$ cat config.mk
export PLATFORM = sky130hd
export DESIGN_NAME = sdcp_config_port
export DESIGN_NICKNAME = d
export VERILOG_FILES = /design/src/verilog/sdcp_pkg.sv /design/src/verilog/sdcp_sync.sv /design/src/verilog/sdcp_rst_sync.sv /design/src/verilog/sdcp_config_port.sv
export SDC_FILE = /design/constraint.sdc
export NUM_CORES = 1
export LEC_CHECK = 0
export ABC_AREA = 1
export BUFFER_PORTS_ARGS = -buffer_cell sky130_fd_sc_hd__buf_2
export CORE_ASPECT_RATIO = 0.75
export CORE_MARGIN = 3
export CORE_UTILIZATION = 50
export CTS_CLUSTER_SIZE = 16
export DETAILED_ROUTE_END_ITERATION = 10
export GPL_TIMING_DRIVEN = 0
export PLACE_DENSITY = 0.7
export SLEW_MARGIN = 5
export SYNTH_ARGS = -nofsm -noshare
export SYNTH_HDL_FRONTEND = slang
export SYNTH_SLANG_ARGS = --single-unit
export TNS_END_PERCENT = 1
$ cat constraint.sdc
create_clock -name clk_i -period 3.8 [get_ports clk_i]
set_clock_uncertainty 0.05 [all_clocks]
set_input_delay 0.76 -clock clk_i [delete_from_list [all_inputs] [get_ports clk_i]]
set_output_delay 0.76 -clock clk_i [all_outputs]
set_load 0.1 [all_outputs]
$ cat src/verilog/sdcp_pkg.sv
// shared constants and types of the synthesizer divider configuration port
package sdcp_pkg;
	// register addresses carried in the register address byte
	localparam logic [7:0] REG_CFG_LOW = 8'h00; // divider_config_low
	localparam logic [7:0] REG_CFG_HIGH = 8'h01; // divider_config_high
	localparam logic [7:0] REG_COMMAND = 8'hF0; // command_port, write only
	// command_port byte codes
	localparam logic [7:0] CMD_APPLY = 8'h01; // config registers to latches
	localparam logic [7:0] CMD_CAPTURE = 8'h02; // latches to config registers
	localparam logic [7:0] CMD_STEP_UP = 8'h03; // feedback divider plus one
	localparam logic [7:0] CMD_STEP_DOWN = 8'h04; // feedback divider minus one
	// field widths
	localparam int M_W = 10; // feedback divider width
	localparam int NA_W = 3; // output A divider code width
	localparam int LOW_W = 8; // feedback bits held in divider_config_low
	// field positions inside divider_config_high
	localparam int HI_M_LSB = 0; // feedback divider bits 9:8
	localparam int HI_NB_BIT = 2; // output B halver
	localparam int HI_P_BIT = 3; // prescale select
	localparam int HI_NA_LSB = 4; // output A divider code
	localparam logic [7:0] HIGH_MASK = 8'h7F; // top bit reads as zero
	// startup divider values
	localparam logic [M_W-1:0] DEF_M = 10'h1F4; // feedback 500
	localparam logic [NA_W-1:0] DEF_NA = 3'h2; // output A code 010
	localparam logic DEF_NB = 1'b0; // output B undivided
	localparam logic DEF_P = 1'b1; // prescale by four
	// target address upper five bits, lower two come from pins
	localparam logic [4:0] TARGET_ADDR_HI = 5'h16;
	// bits per byte on the serial link
	localparam logic [3:0] BYTE_BITS = 4'h8;
	// fast-mode rate; at 25 MHz one bit spans at least 62 clocks
	localparam int FAST_MODE_KBPS = 400;
	// startup capture waits for the pin synchronisers to fill
	localparam logic [1:0] STARTUP_WAIT = 2'h3;
	localparam logic [1:0] STARTUP_LOAD = 2'h1;
	localparam logic [1:0] STARTUP_DONE = 2'h0;
	// serial engine states
	typedef enum logic [2:0] {
		ST_IDLE, ST_RX, ST_ACK, ST_TX, ST_HACK, ST_WAIT
	} sdcp_state_t;
	// purpose of the byte being received
	typedef enum logic [1:0] {K_ADDR, K_REG, K_DATA} sdcp_kind_t;

	// pack divider fields into the layout of divider_config_high
	function automatic logic [7:0] sdcp_pack_high(input logic [M_W-1:0] m,
		input logic [NA_W-1:0] na, input logic nb, input logic p);
		logic [7:0] h;
		h = 8'h00;
		h[HI_M_LSB +: (M_W - LOW_W)] = m[M_W-1:LOW_W];
		h[HI_NB_BIT] = nb;
		h[HI_P_BIT] = p;
		h[HI_NA_LSB +: NA_W] = na;
		return h;
	endfunction
endpackage

$ cat src/verilog/sdcp_sync.sv
// two flip-flop synchroniser for pins entering the clock domain
module sdcp_sync #(
	parameter int WIDTH = 1, // number of bits
	parameter logic [WIDTH-1:0] RST_VAL = '0 // value held during reset
) (
	input wire logic clk_i, // system clock
	input wire logic rst_n_i, // synchronised reset, active low
	input wire logic [WIDTH-1:0] d_i, // asynchronous input
	output logic [WIDTH-1:0] q_o // synchronised output
);
	logic [WIDTH-1:0] meta; // first stage, read only by the second

	// both stages reset to a constant
	always_ff @(posedge clk_i or negedge rst_n_i) begin
		if (!rst_n_i) begin
			meta <= RST_VAL;
			q_o <= RST_VAL;
		end else begin
			meta <= d_i;
			q_o <= meta;
		end
	end
endmodule // sdcp_sync

$ cat src/verilog/sdcp_rst_sync.sv
// reset synchroniser: asynchronous assertion, release on the clock
module sdcp_rst_sync (
	input wire logic clk_i, // system clock
	input wire logic rst_n_i, // raw master reset, active low
	output logic rst_n_o // released copy, active low
);
	logic stage; // first stage of the release chain

	// release passes two flops so no flop sees a partial release
	always_ff @(posedge clk_i or negedge rst_n_i) begin
		if (!rst_n_i) begin
			stage <= 1'b0;
			rst_n_o <= 1'b0;
		end else begin
			stage <= 1'b1;
			rst_n_o <= stage;
		end
	end
endmodule // sdcp_rst_sync

$ cat src/verilog/sdcp_config_port.sv
// serial configuration port and divider latches of the clock synthesizer
module sdcp_config_port #(
	parameter logic [7:0] PART_SIGNATURE = 8'hA5 // arbitrary value
) (
	input wire logic clk_i, // 25 MHz system clock
	input wire logic rst_n_i, // master_reset_n, active low
	input wire logic scl_i, // serial clock pin
	input wire logic sda_i, // serial data pin level
	output logic sda_o, // serial data drive value
	output logic sda_oe_o, // serial data drive enable, high drives
	input wire logic [1:0] addr_sel_i, // target address low bits
	input wire logic parallel_mode_n_i, // low selects parallel mode
	input wire logic [sdcp_pkg::M_W-1:0] m_pin_i, // feedback divider pins
	input wire logic [sdcp_pkg::NA_W-1:0] na_pin_i, // output A code pins
	input wire logic nb_pin_i, // output B halver pin
	input wire logic p_pin_i, // prescale pin
	output logic [sdcp_pkg::M_W-1:0] feedback_divider_o, // feedback latch
	output logic [sdcp_pkg::NA_W-1:0] output_a_divider_o, // output A latch
	output logic output_b_halver_o, // output B latch
	output logic prescale_o // prescale latch
);
	////////////////////////////////////////////////////////////////
	// reset and pin synchronisation
	logic rst_n; // released reset copy
	logic scl_s; // synchronised serial clock
	logic sda_s; // synchronised serial data
	logic par_n_s; // synchronised mode select
	logic [1:0] addr_sel_s; // synchronised address select
	logic [sdcp_pkg::M_W-1:0] m_s; // synchronised feedback pins
	logic [sdcp_pkg::NA_W-1:0] na_s; // synchronised output A pins
	logic nb_s; // synchronised output B pin
	logic p_s; // synchronised prescale pin
	sdcp_rst_sync u_rst (.clk_i(clk_i), .rst_n_i(rst_n_i), .rst_n_o(rst_n));
	// bus lines idle high, so they reset high to avoid false edges
	sdcp_sync #(.WIDTH(3), .RST_VAL(3'h7)) u_sync_bus (.clk_i(clk_i), .rst_n_i(rst_n),
		.d_i({scl_i, sda_i, parallel_mode_n_i}), .q_o({scl_s, sda_s, par_n_s}));
	sdcp_sync #(.WIDTH(sdcp_pkg::M_W + sdcp_pkg::NA_W + 4)) u_sync_pins (.clk_i(clk_i),
		.rst_n_i(rst_n), .d_i({m_pin_i, na_pin_i, nb_pin_i, p_pin_i, addr_sel_i}),
		.q_o({m_s, na_s, nb_s, p_s, addr_sel_s}));

	////////////////////////////////////////////////////////////////
	// line event detection
	logic scl_q; // previous serial clock
	logic sda_q; // previous serial data
	logic scl_rise; // serial clock rising
	logic scl_fall; // serial clock falling
	logic start_det; // data falls while clock high
	logic stop_det; // data rises while clock high

	// previous levels for edge detection
	always_ff @(posedge clk_i or negedge rst_n) begin
		if (!rst_n) begin
			scl_q <= 1'b1;
			sda_q <= 1'b1;
		end else begin
			scl_q <= scl_s;
			sda_q <= sda_s;
		end
	end

	assign scl_rise = scl_s && !scl_q;
	assign scl_fall = !scl_s && scl_q;
	assign start_det = scl_s && scl_q && sda_q && !sda_s;
	assign stop_det = scl_s && scl_q && !sda_q && sda_s;

	////////////////////////////////////////////////////////////////
	// serial target engine
	sdcp_pkg::sdcp_state_t state; // engine state
	sdcp_pkg::sdcp_kind_t kind; // purpose of byte in reception
	logic [3:0] bit_cnt; // bits shifted in the current byte
	logic [7:0] rx_shift; // received bits
	logic [7:0] tx_shift; // bits being returned
	logic [7:0] reg_ptr; // register address byte of the pair
	logic is_read; // transfer direction from address byte
	logic [1:0] rd_idx; // next byte of the read sequence
	logic wr_stb; // one-cycle pulse: data byte received
	logic [7:0] wr_addr; // register address of that byte
	logic [7:0] wr_data; // data of that byte
	logic [7:0] cfg_low; // divider_config_low
	logic [7:0] cfg_high; // divider_config_high
	logic [7:0] rd_byte; // byte selected for return

	// read order low, high, signature; command has no read path
	always_comb begin
		case (rd_idx)
			2'h0: rd_byte = cfg_low;
			2'h1: rd_byte = cfg_high;
			default: rd_byte = PART_SIGNATURE;
		endcase
	end

	// byte engine; start and stop win over any state
	always_ff @(posedge clk_i or negedge rst_n) begin
		if (!rst_n) begin
			state <= sdcp_pkg::ST_IDLE;
			kind <= sdcp_pkg::K_ADDR;
			bit_cnt <= 4'h0;
			rx_shift <= 8'h00;
			tx_shift <= 8'h00;
			reg_ptr <= 8'h00;
			is_read <= 1'b0;
			rd_idx <= 2'h0;
			wr_stb <= 1'b0;
			wr_addr <= 8'h00;
			wr_data <= 8'h00;
		end else begin
			wr_stb <= 1'b0;
			if (start_det) begin
				// repeated start restarts address reception
				state <= sdcp_pkg::ST_RX;
				kind <= sdcp_pkg::K_ADDR;
				bit_cnt <= 4'h0;
			end else if (stop_det) begin
				state <= sdcp_pkg::ST_IDLE;
			end else begin
				case (state)
					sdcp_pkg::ST_RX: begin
						if (scl_rise) begin
							rx_shift <= {rx_shift[6:0], sda_s};
							bit_cnt <= bit_cnt + 4'h1;
						end else if (scl_fall && bit_cnt == sdcp_pkg::BYTE_BITS) begin
							bit_cnt <= 4'h0;
							case (kind)
								sdcp_pkg::K_ADDR: begin
									// only our address is acknowledged
									if (rx_shift[7:1] == {sdcp_pkg::TARGET_ADDR_HI, addr_sel_s}) begin
										state <= sdcp_pkg::ST_ACK;
										is_read <= rx_shift[0];
									end else begin
										state <= sdcp_pkg::ST_WAIT;
									end
								end
								sdcp_pkg::K_REG: begin
									reg_ptr <= rx_shift;
									state <= sdcp_pkg::ST_ACK;
								end
								default: begin
									// every data byte is acknowledged, even ignored ones
									wr_stb <= 1'b1;
									wr_addr <= reg_ptr;
									wr_data <= rx_shift;
									state <= sdcp_pkg::ST_ACK;
								end
							endcase
						end
					end
					sdcp_pkg::ST_ACK: begin
						if (scl_fall) begin
							if (is_read) begin
								// data follows the address with no register byte, starting at divider_config_low
								state <= sdcp_pkg::ST_TX;
								tx_shift <= cfg_low;
								rd_idx <= 2'h1;
							end else begin
								state <= sdcp_pkg::ST_RX;
								kind <= (kind == sdcp_pkg::K_REG) ? sdcp_pkg::K_DATA
									: sdcp_pkg::K_REG;
							end
						end
					end
					sdcp_pkg::ST_TX: begin
						if (scl_fall) begin
							if (bit_cnt == sdcp_pkg::BYTE_BITS - 4'h1) begin
								bit_cnt <= 4'h0;
								state <= sdcp_pkg::ST_HACK;
							end else begin
								bit_cnt <= bit_cnt + 4'h1;
								tx_shift <= {tx_shift[6:0], 1'b0};
							end
						end
					end
					sdcp_pkg::ST_HACK: begin
						// host not-acknowledge ends the read
						if (scl_rise && sda_s) begin
							state <= sdcp_pkg::ST_WAIT;
						end else if (scl_fall) begin
							state <= sdcp_pkg::ST_TX;
							tx_shift <= rd_byte;
							rd_idx <= (rd_idx == 2'h2) ? 2'h0 : rd_idx + 2'h1;
						end
					end
					sdcp_pkg::ST_WAIT: state <= sdcp_pkg::ST_WAIT; // idle until start/stop
					default: state <= sdcp_pkg::ST_IDLE;
				endcase
			end
		end
	end

	// open-drain data: only ever pulled low, registered to stay glitch free
	always_ff @(posedge clk_i or negedge rst_n) begin
		if (!rst_n) begin
			sda_oe_o <= 1'b0;
		end else begin
			sda_oe_o <= (state == sdcp_pkg::ST_ACK)
				|| (state == sdcp_pkg::ST_TX && !tx_shift[7]);
		end
	end

	assign sda_o = 1'b0;

	////////////////////////////////////////////////////////////////
	// startup capture and command decode
	logic [1:0] startup_cnt; // countdown from reset release
	logic wr_ok; // accepted write: serial mode, startup over
	logic cmd_stb; // command byte accepted
	logic [7:0] pins_high; // pin setting in high register layout

	// waits until the pin synchronisers hold real pin levels
	always_ff @(posedge clk_i or negedge rst_n) begin
		if (!rst_n) begin
			startup_cnt <= sdcp_pkg::STARTUP_WAIT;
		end else if (startup_cnt != sdcp_pkg::STARTUP_DONE) begin
			startup_cnt <= startup_cnt - 2'h1;
		end
	end

	assign wr_ok = wr_stb && par_n_s && (startup_cnt == sdcp_pkg::STARTUP_DONE);
	assign cmd_stb = wr_ok && (wr_addr == sdcp_pkg::REG_COMMAND);
	assign pins_high = sdcp_pkg::sdcp_pack_high(m_s, na_s, nb_s, p_s);

	////////////////////////////////////////////////////////////////
	// configuration registers
	always_ff @(posedge clk_i or negedge rst_n) begin
		if (!rst_n) begin
			cfg_low <= sdcp_pkg::DEF_M[sdcp_pkg::LOW_W-1:0];
			cfg_high <= sdcp_pkg::sdcp_pack_high(sdcp_pkg::DEF_M, sdcp_pkg::DEF_NA,
				sdcp_pkg::DEF_NB, sdcp_pkg::DEF_P);
		end else if (!par_n_s) begin
			cfg_low <= m_s[sdcp_pkg::LOW_W-1:0];
			cfg_high <= pins_high;
		end else if (wr_ok && wr_addr == sdcp_pkg::REG_CFG_LOW) begin
			cfg_low <= wr_data;
		end else if (wr_ok && wr_addr == sdcp_pkg::REG_CFG_HIGH) begin
			cfg_high <= wr_data & sdcp_pkg::HIGH_MASK;
		end else if (cmd_stb && wr_data == sdcp_pkg::CMD_CAPTURE) begin
			cfg_low <= feedback_divider_o[sdcp_pkg::LOW_W-1:0];
			cfg_high <= sdcp_pkg::sdcp_pack_high(feedback_divider_o, output_a_divider_o,
				output_b_halver_o, prescale_o);
		end
	end

	////////////////////////////////////////////////////////////////
	// divider latches; unknown codes and plain register writes leave them
	always_ff @(posedge clk_i or negedge rst_n) begin
		if (!rst_n) begin
			feedback_divider_o <= sdcp_pkg::DEF_M;
			output_a_divider_o <= sdcp_pkg::DEF_NA;
			output_b_halver_o <= sdcp_pkg::DEF_NB;
			prescale_o <= sdcp_pkg::DEF_P;
		end else if (!par_n_s || startup_cnt == sdcp_pkg::STARTUP_LOAD) begin
			feedback_divider_o <= m_s;
			output_a_divider_o <= na_s;
			output_b_halver_o <= nb_s;
			prescale_o <= p_s;
		end else if (cmd_stb) begin
			case (wr_data)
				sdcp_pkg::CMD_APPLY: begin
					feedback_divider_o <= {cfg_high[sdcp_pkg::HI_M_LSB +: 2], cfg_low};
					output_a_divider_o <= cfg_high[sdcp_pkg::HI_NA_LSB +: sdcp_pkg::NA_W];
					output_b_halver_o <= cfg_high[sdcp_pkg::HI_NB_BIT];
					prescale_o <= cfg_high[sdcp_pkg::HI_P_BIT];
				end
				// wraps freely, the host owns range safety
				sdcp_pkg::CMD_STEP_UP: feedback_divider_o <= feedback_divider_o + 10'h001;
				sdcp_pkg::CMD_STEP_DOWN: feedback_divider_o <= feedback_divider_o - 10'h001;
				default: feedback_divider_o <= feedback_divider_o;
			endcase
		end
	end
endmodule // sdcp_config_port

Yosys cells after proc, flatten, opt, wreduce, memory -nomap -nowiden. Cells that the tools add are included.

Register bits: 131. Latch bits: 0. Bits in writable memories: 0. ROM bits: 0. Output and inout port bits: 17. Logic and storage cells: 191. Memories kept: 0.

Add/subtract/negate cells: 5. Multipliers: 0. Divide/modulo/power cells: 0. $lt $le $gt $ge: 0. Equal/unequal tests: 38. Shifts and indexed selects: 0. Multiplexer cells: 66. Bitwise logic cells: 4. Reduce and logical (&&, ||, !) cells: 51.

Operator list (count): two-way mux 8 bit (14); two-way mux 3 bit (14); case mux 10 bit (3 select lines) (1); two-way mux 2 bit (12); two-way mux 4 bit (6); != test 4 bit, second input constant (6); case mux 8 bit (3 select lines) (1); two-way mux 10 bit (2); != test 2 bit, second input constant (9); AND reduction 6 bit (3); == test 8 x 1 -> 1 bit, second input constant (2); == test 8 x 2 -> 1 bit, second input constant (2); logical AND 1 bit (16); case mux 8 bit (2 select lines) (1); case mux 3 bit (5 select lines) (1); AND reduction 7 bit (2); two-way mux 1 bit (12); != test 3 bit, second input constant (4); AND reduction 4 bit (3); nonzero test 2 bit (6); adder 10 x 1 -> 10 bit, second input constant (1); subtractor 10 x 1 -> 10 bit, second input constant (1); AND reduction 9 bit (1); == test 8 x 3 -> 1 bit, second input constant (1); other kinds (24) (43).

Depth between registers and ports, before layout.
Depth after elaboration: 8. Mapped depth: 18.

Cells and area by module. A second synthesis with hierarchy kept.

Cell total of the unflattened synthesis: 687. Area, all modules: 6115.9 µm².

By module, submodules not included: sdcp_config_port (times used 1, cells an instance 644, area each 5053.6 µm², seq. area each 2227.1 µm²); sdcp_sync at u_sync_pins (times used 1, cells an instance 34, area each 850.8 µm², seq. area each 850.8 µm²); sdcp_sync at u_sync_bus (times used 1, cells an instance 6, area each 157.7 µm², seq. area each 157.7 µm²); sdcp_rst_sync (times used 1, cells an instance 3, area each 53.8 µm², seq. area each 50.0 µm²).

Worst setup path after synthesis. No wires, ideal clock.

Kind: register -> register. Start point: register feedback_divider_o[1] (netlist bit). End point: register feedback_divider_o[6] (netlist bit). Setup time: 73 ps. Data arrival time: 2114 ps. Setup slack: 1563 ps. Stages on the path, launching flop included: 16. Buffers on the path: 0. Path through: dfrtp_1 -> inv_1 -> nand2_1 -> nand2_1 -> inv_1 -> ha_1 -> inv_1 -> nand2_1 -> nand4_1 -> nand3_1 -> nand2_1 -> nand2_1 -> nand2_1 -> nand3_1 -> nand2_1 -> a21oi_1.

Cells in the longest elaborated chain, start to end: 4. Elaborated cells between the ends (all ways): 5. Classes of those cells: add/sub (2); mux (3).

RTL lines: start, declared (RTL line sdcp_config_port.sv:17) `output logic [sdcp_pkg::M_W-1:0] feedback_divider_o,`; start signal, assigned (RTL line sdcp_config_port.sv:246) `feedback_divider_o <= sdcp_pkg::DEF_M;`; start signal, assigned (RTL line sdcp_config_port.sv:251) `feedback_divider_o <= m_s;`; start signal, assigned (RTL line sdcp_config_port.sv:258) `feedback_divider_o <= {cfg_high[sdcp_pkg::HI_M_LSB +: 2], cfg_low};`; subtractor 10 x 1 -> 10 bit or adder 10 x 1 -> 10 bit (tied branches) (RTL line sdcp_config_port.sv:265, sdcp_config_port.sv:264); case mux 10 bit (3 select lines) (*) (RTL line sdcp_config_port.sv:256) `case (wr_data)`; two-way mux 10 bit (*) (RTL line sdcp_config_port.sv:255) `end else if (cmd_stb) begin`; two-way mux 10 bit (*) (RTL line sdcp_config_port.sv:250) `end else if (!par_n_s || startup_cnt == sdcp_pkg::STARTUP_LOAD) begin`.

Every way passes the cells marked *; elsewhere a longest branch is shown, timed or not. The select of a mux whose other input is x is not followed. A chain may end at the register's enable or synchronous reset.

Final worst setup path.
Start point: register u_sync_bus.q_o[0]. End point: register cfg_low[6].

Cells in the longest elaborated chain, start to end: 6. Elaborated cells between the ends (all ways): 11. Classes of those cells: eq/ne (2); mux (2); reduce/logical (7).

RTL lines: start, declared (RTL line sdcp_sync.sv:9) `output logic [WIDTH-1:0] q_o`; start signal, assigned (RTL line sdcp_sync.sv:20) `q_o <= meta;`; logical AND 1 bit (2 in series) (RTL line sdcp_config_port.sv:217) `assign wr_ok = wr_stb && par_n_s && (startup_cnt == sdcp_pkg::STARTUP_DONE);`; logical AND 1 bit (RTL line sdcp_config_port.sv:218) `assign cmd_stb = wr_ok && (wr_addr == sdcp_pkg::REG_COMMAND);`; logical AND 1 bit (RTL line sdcp_config_port.sv:235) `end else if (cmd_stb && wr_data == sdcp_pkg::CMD_CAPTURE) begin`; != test 3 bit (no line); AND reduction 2 bit (no line); end signal, assigned (RTL line sdcp_config_port.sv:225) `cfg_low <= sdcp_pkg::DEF_M[sdcp_pkg::LOW_W-1:0];`; end signal, assigned (RTL line sdcp_config_port.sv:232) `cfg_low <= wr_data;`; end signal, assigned (RTL line sdcp_config_port.sv:236) `cfg_low <= feedback_divider_o[sdcp_pkg::LOW_W-1:0];`; end, declared (RTL line sdcp_config_port.sv:79) `logic [7:0] cfg_low;`.

Parallel ways exist; a longest one is shown, timed or not.

==> metrics.log <==
INFO  metric r2r-end = cfg_low[6]
INFO  metric layout-area-overhead-vs-synth = 16.4%
INFO  metric critPathKind = reg -> reg
INFO  metric via_count_of_the_first_global_routing_pass = 4778
INFO  metric power_frac_clock = 0.360
INFO  metric p_per_area = 619 mW/mm2
INFO  metric status = finished, final reports clean
INFO  metric num_io_pins = 39
INFO  metric worst_margin_pin_slew = 0.767 ns
INFO  metric timing.critical_path.arrival = 2.65 ns
INFO  metric synthDominantCellAreaShare = 0.432
INFO  metric endpoint_kind = flop
INFO  metric drtIter0Drc = 493
INFO  metric finalNonFillerCells = 914
INFO  metric postLayoutCellArea = 0.00701 mm2
INFO  metric number_of_antenna_violating_nets_in_the_routed_design = 0
INFO  metric synth.ff_latch_count = 130
INFO  metric min_period_over_period = 0.622
INFO  metric slew_headroom = 0.489
INFO  metric yosys-mux-area-fraction = 0.00187
INFO  metric grt_pass1_wl = 23500 um
INFO  metric grt-ovfl-total = 0
INFO  metric synth_fa_ha_area_frac = 0.0104
INFO  metric cts_max_level = 4
INFO  metric vdd.ir_drop.worst = 0.340 mV
INFO  metric place_inst = 882
INFO  metric num_vias = 5027
INFO  metric required_time_of_the_critical_path = 4.08 ns
INFO  metric avg_wl_per_cell = 15.5 um
INFO  metric fillCellCount = 1030
INFO  metric drt-pass1-iter-count = 5
INFO  metric initial_utilization = 0.515
INFO  metric timing.final.crit_period = 2.36 ns
INFO  metric fp-row-count = 34
INFO  metric finalHoldViolCount = 0
INFO  metric synthFlopType = sky130_fd_sc_hd__dfrtp_1
INFO  metric path_max_fanout = 10
INFO  metric cts-root-buf = sky130_fd_sc_hd__clkbuf_16
INFO  metric final.setup.tns = 0 ns
INFO  metric seq_area_frac_synth = 0.546
INFO  metric reg_to_reg_startpoint = u_sync_bus.q_o[0]
INFO  metric post_synth_num_cell_types = 45
INFO  metric post-layout-total-power = 4340 uW
INFO  metric mappedNetlistArea = 0.00602 mm2
INFO  metric r2r_cells = 10
INFO  metric drt-vias-per-instance = 5.50
INFO  metric ys_top_cells_by_area = sky130_fd_sc_hd__dfrtp_1 43%, sky130_fd_sc_hd__dfstp_2 11%, sky130_fd_sc_hd__nand2_1 8.4%
INFO  metric hold_class = in -> async
INFO  metric worst_setup_path_start_kind = flop
INFO  metric largest_family_of_logic_cells_by_synthesized_area = simple AND/OR/NAND/NOR gates
INFO  metric intPower = 2820 uW
INFO  metric gp_congestion = 0.915
INFO  metric syn_avg_cell_area = 8.83 um2
INFO  metric final_max_slew_viol_count = 0
INFO  metric track_usage = 0.223
INFO  metric clock_latency = 0.42 ns
INFO  metric r2r_slack = 1.44 ns
INFO  metric synthXorXnorAreaFrac = 0.0131
INFO  metric simple_gate_fraction_of_synth_area = 0.183
INFO  metric grt_setup_unrepaired = false
INFO  metric swShare = 0.350
INFO  metric clock_tree_from_tritoncts = done
INFO  metric clock_pin_slew_worst_setup_and_hold_paths = 0.06 ns
INFO  metric placement.io_buffers = 37
INFO  metric place.detailed.hpwl = 10300 um
INFO  metric seq_power_share = 0.404
INFO  metric pin_count_of_the_biggest_net_entering_global_routing = 68
INFO  metric ys.warnings.count = 0
INFO  metric setup-violations-final = 0
INFO  metric die_h = 101 um
INFO  metric synth-async-reset-ratio = 1.00
INFO  metric die_span_in_x = 133 um
INFO  metric number_of_antenna_violations_at_the_first_check_in_global_routing = 0
INFO  metric layout-drive-gt1-share = 0.206
INFO  metric synthCells = 682
INFO  metric totalWireLength = 14100 um
INFO  metric numClockSinks = 130
INFO  metric post_cts_hold_buffer_count = 0
INFO  metric cts_inserted_buffers = 17
INFO  metric post-cts-setup-buffer-count = 0
INFO  metric place_area = 0.00644 mm2
INFO  metric leakage = 0.00328 uW
INFO  metric pwr-share-comb = 0.236
INFO  metric route.detailed.drc = 0
INFO  metric synth-edff-count = 0
INFO  metric fp.coreArea = 0.0117 mm2
INFO  metric total_switching_power = 1520 uW
INFO  metric post-synth-top-area-cell = sky130_fd_sc_hd__dfrtp_1
INFO  metric design.final.nets = 766
INFO  metric postSynthNetCount = 709
INFO  metric post_cts_resize_count = 0
INFO  metric compound_gate_portion_of_the_synthesized_area = 0.166
INFO  metric max_clock_freq = 423 MHz
INFO  metric die_area = 0.0134 mm2
INFO  metric clockBufferDepth = 2
INFO  metric n_antenna_cell = 0
INFO  metric total_of_max_cap_violations = 0
synth_stat cells (3+ instances only):
cell type,n
sky130_fd_sc_hd__nor3_1,8
sky130_fd_sc_hd__inv_1,76
sky130_fd_sc_hd__nor2_4,4
sky130_fd_sc_hd__o22ai_1,13
sky130_fd_sc_hd__xnor2_1,3
sky130_fd_sc_hd__clkbuf_1,6
sky130_fd_sc_hd__a31oi_1,6
sky130_fd_sc_hd__nor2_1,43
sky130_fd_sc_hd__nand2_2,4
sky130_fd_sc_hd__nand4_1,8
sky130_fd_sc_hd__xor2_1,6
sky130_fd_sc_hd__dfstp_2,26
sky130_fd_sc_hd__a21oi_1,39
sky130_fd_sc_hd__nand2_1,135
sky130_fd_sc_hd__nand3_1,25
sky130_fd_sc_hd__buf_4,4
sky130_fd_sc_hd__o21ai_1,39
sky130_fd_sc_hd__buf_2,7
sky130_fd_sc_hd__o21ai_0,48
sky130_fd_sc_hd__o41ai_1,3
sky130_fd_sc_hd__inv_2,23
sky130_fd_sc_hd__nor2_2,6
sky130_fd_sc_hd__ha_1,5
sky130_fd_sc_hd__dfrtp_1,104
sky130_fd_sc_hd__o221ai_1,11
sky130_fd_sc_hd__o211ai_1,4
flip-flops by register name, indices dropped and copies added, names as in the netlist, 4 cells and up:
signal	flops
u_sync_pins.meta	17
u_sync_pins.q_o	17
feedback_divider_o	10
cfg_low	8
reg_ptr	8
rx_shift	8
tx_shift	8
wr_addr	8
wr_data	8
cfg_high	7
bit_cnt	4
metal layers:
layer / up-vias / global-route usage / routed length (um)
li1: 2376 / - / -
met1: 2423 / 0.340 / 6950
met2: 201 / 0.306 / 5830
met3: 27 / 0.0539 / 1080
met4: 0 / 0.0879 / 267
met5: - / 0 / 0
metrics by stage:
stage	setup WS, ns	hold WS [ns]	utilization
floorplan	1.56	0.281	-
global placement	0.920	0.283	0.548
detailed placement	1.50	0.285	0.551
CTS	1.48	0.0480	0.599
global route	1.27	0.0450	0.599
finish	1.44	0.0595	0.599
worst max-delay path, cell delays in order (launching register included):
cell	delay [ns]
sky130_fd_sc_hd__dfstp_2	0.51
sky130_fd_sc_hd__buf_4	0.17
sky130_fd_sc_hd__nand2_1	0.08
sky130_fd_sc_hd__nor2_2	0.31
sky130_fd_sc_hd__nand2_1	0.13
sky130_fd_sc_hd__nor2_1	0.20
sky130_fd_sc_hd__nand3_1	0.15
sky130_fd_sc_hd__nand2_1	0.25
sky130_fd_sc_hd__buf_2	0.26
sky130_fd_sc_hd__nand2_1	0.08
sky130_fd_sc_hd__o21ai_0	0.08
kinds of logic (layout without fill, tap and decap cells):
| family | count (synthesis) | in the layout |
|---|---|---|
| flops | 130 | 130 |
| xor+xnor | 9 | 9 |
| mux | 1 | 1 |
| buf+inv | 118 | 188 |
| compound gates | 174 | 174 |
| other cells | 2 | 2 |
| fa+ha+maj | 5 | 5 |
| simple gates | 243 | 243 |
power by group through the flow:
| stage | combinational, uW | sequential, uW | clock, uW |
|---|---|---|---|
| final | 1020 | 1750 | 1560 |
| after global routing | 1150 | 1780 | 1650 |
| after CTS | 1020 | 1750 | 1580 |
| after detailed placement | 1020 | 1770 | 0 |
| after global placement | 976 | 1770 | 0 |
| after floorplan | 656 | 1890 | 0 |
layout by cell type, fill, tap and decap left out, types with 3 or more instances in the layout:
cell type / count
sky130_fd_sc_hd__nand4_1: 8
sky130_fd_sc_hd__nor2_2: 6
sky130_fd_sc_hd__nand3_1: 25
sky130_fd_sc_hd__clkinv_4: 4
sky130_fd_sc_hd__a31oi_1: 6
sky130_fd_sc_hd__clkinvlp_4: 3
sky130_fd_sc_hd__ha_1: 5
sky130_fd_sc_hd__dfstp_2: 26
sky130_fd_sc_hd__buf_4: 4
sky130_fd_sc_hd__nor2_1: 43
sky130_fd_sc_hd__dfrtp_1: 103
sky130_fd_sc_hd__xor2_1: 6
sky130_fd_sc_hd__o21ai_1: 39
sky130_fd_sc_hd__o22ai_1: 13
sky130_fd_sc_hd__clkbuf_16: 17
sky130_fd_sc_hd__nand2_1: 135
sky130_fd_sc_hd__o211ai_1: 4
sky130_fd_sc_hd__a21oi_1: 39
sky130_fd_sc_hd__o21ai_0: 48
sky130_fd_sc_hd__clkbuf_1: 7
sky130_fd_sc_hd__xnor2_1: 3
sky130_fd_sc_hd__buf_2: 44
sky130_fd_sc_hd__inv_6: 4
sky130_fd_sc_hd__inv_1: 76
sky130_fd_sc_hd__nand2_2: 4
sky130_fd_sc_hd__inv_2: 23
sky130_fd_sc_hd__nor2_4: 4
sky130_fd_sc_hd__o41ai_1: 3
sky130_fd_sc_hd__o221ai_1: 11
sky130_fd_sc_hd__nor3_1: 8
worst max-delay path by stage:
stage / depth (start not counted) / start / endpoint / slack (ns)
after global routing: 18 / wr_data[0] / feedback_divider_o[6] / 1.27
after floorplan: 15 / feedback_divider_o[1] / feedback_divider_o[6] / 1.56
final: 10 / u_sync_bus.q_o[0] / cfg_low[6] / 1.44
after detailed placement: 18 / wr_data[0] / feedback_divider_o[6] / 1.50
after global placement: 0 / u_rst.rst_n_o / bit_cnt[2] / 0.92
after CTS: 17 / wr_data[5] / feedback_divider_o[6] / 1.48
final cells by class:
type | count | area [um2] | share of cell area
Sequential cell | 130 | 3290 | 0.469
Tap cell | 162 | 203 | 0.0289
Buffer | 18 | 98.8 | 0.0141
Multi-Input combinational cell | 434 | 2260 | 0.323
Timing Repair Buffer | 38 | 213 | 0.0303
Clock inverter | 13 | 128 | 0.0182
Inverter | 100 | 375 | 0.0535
Clock buffer | 19 | 443 | 0.0632
No activity file was read; power rests on OpenSTA's default activity.
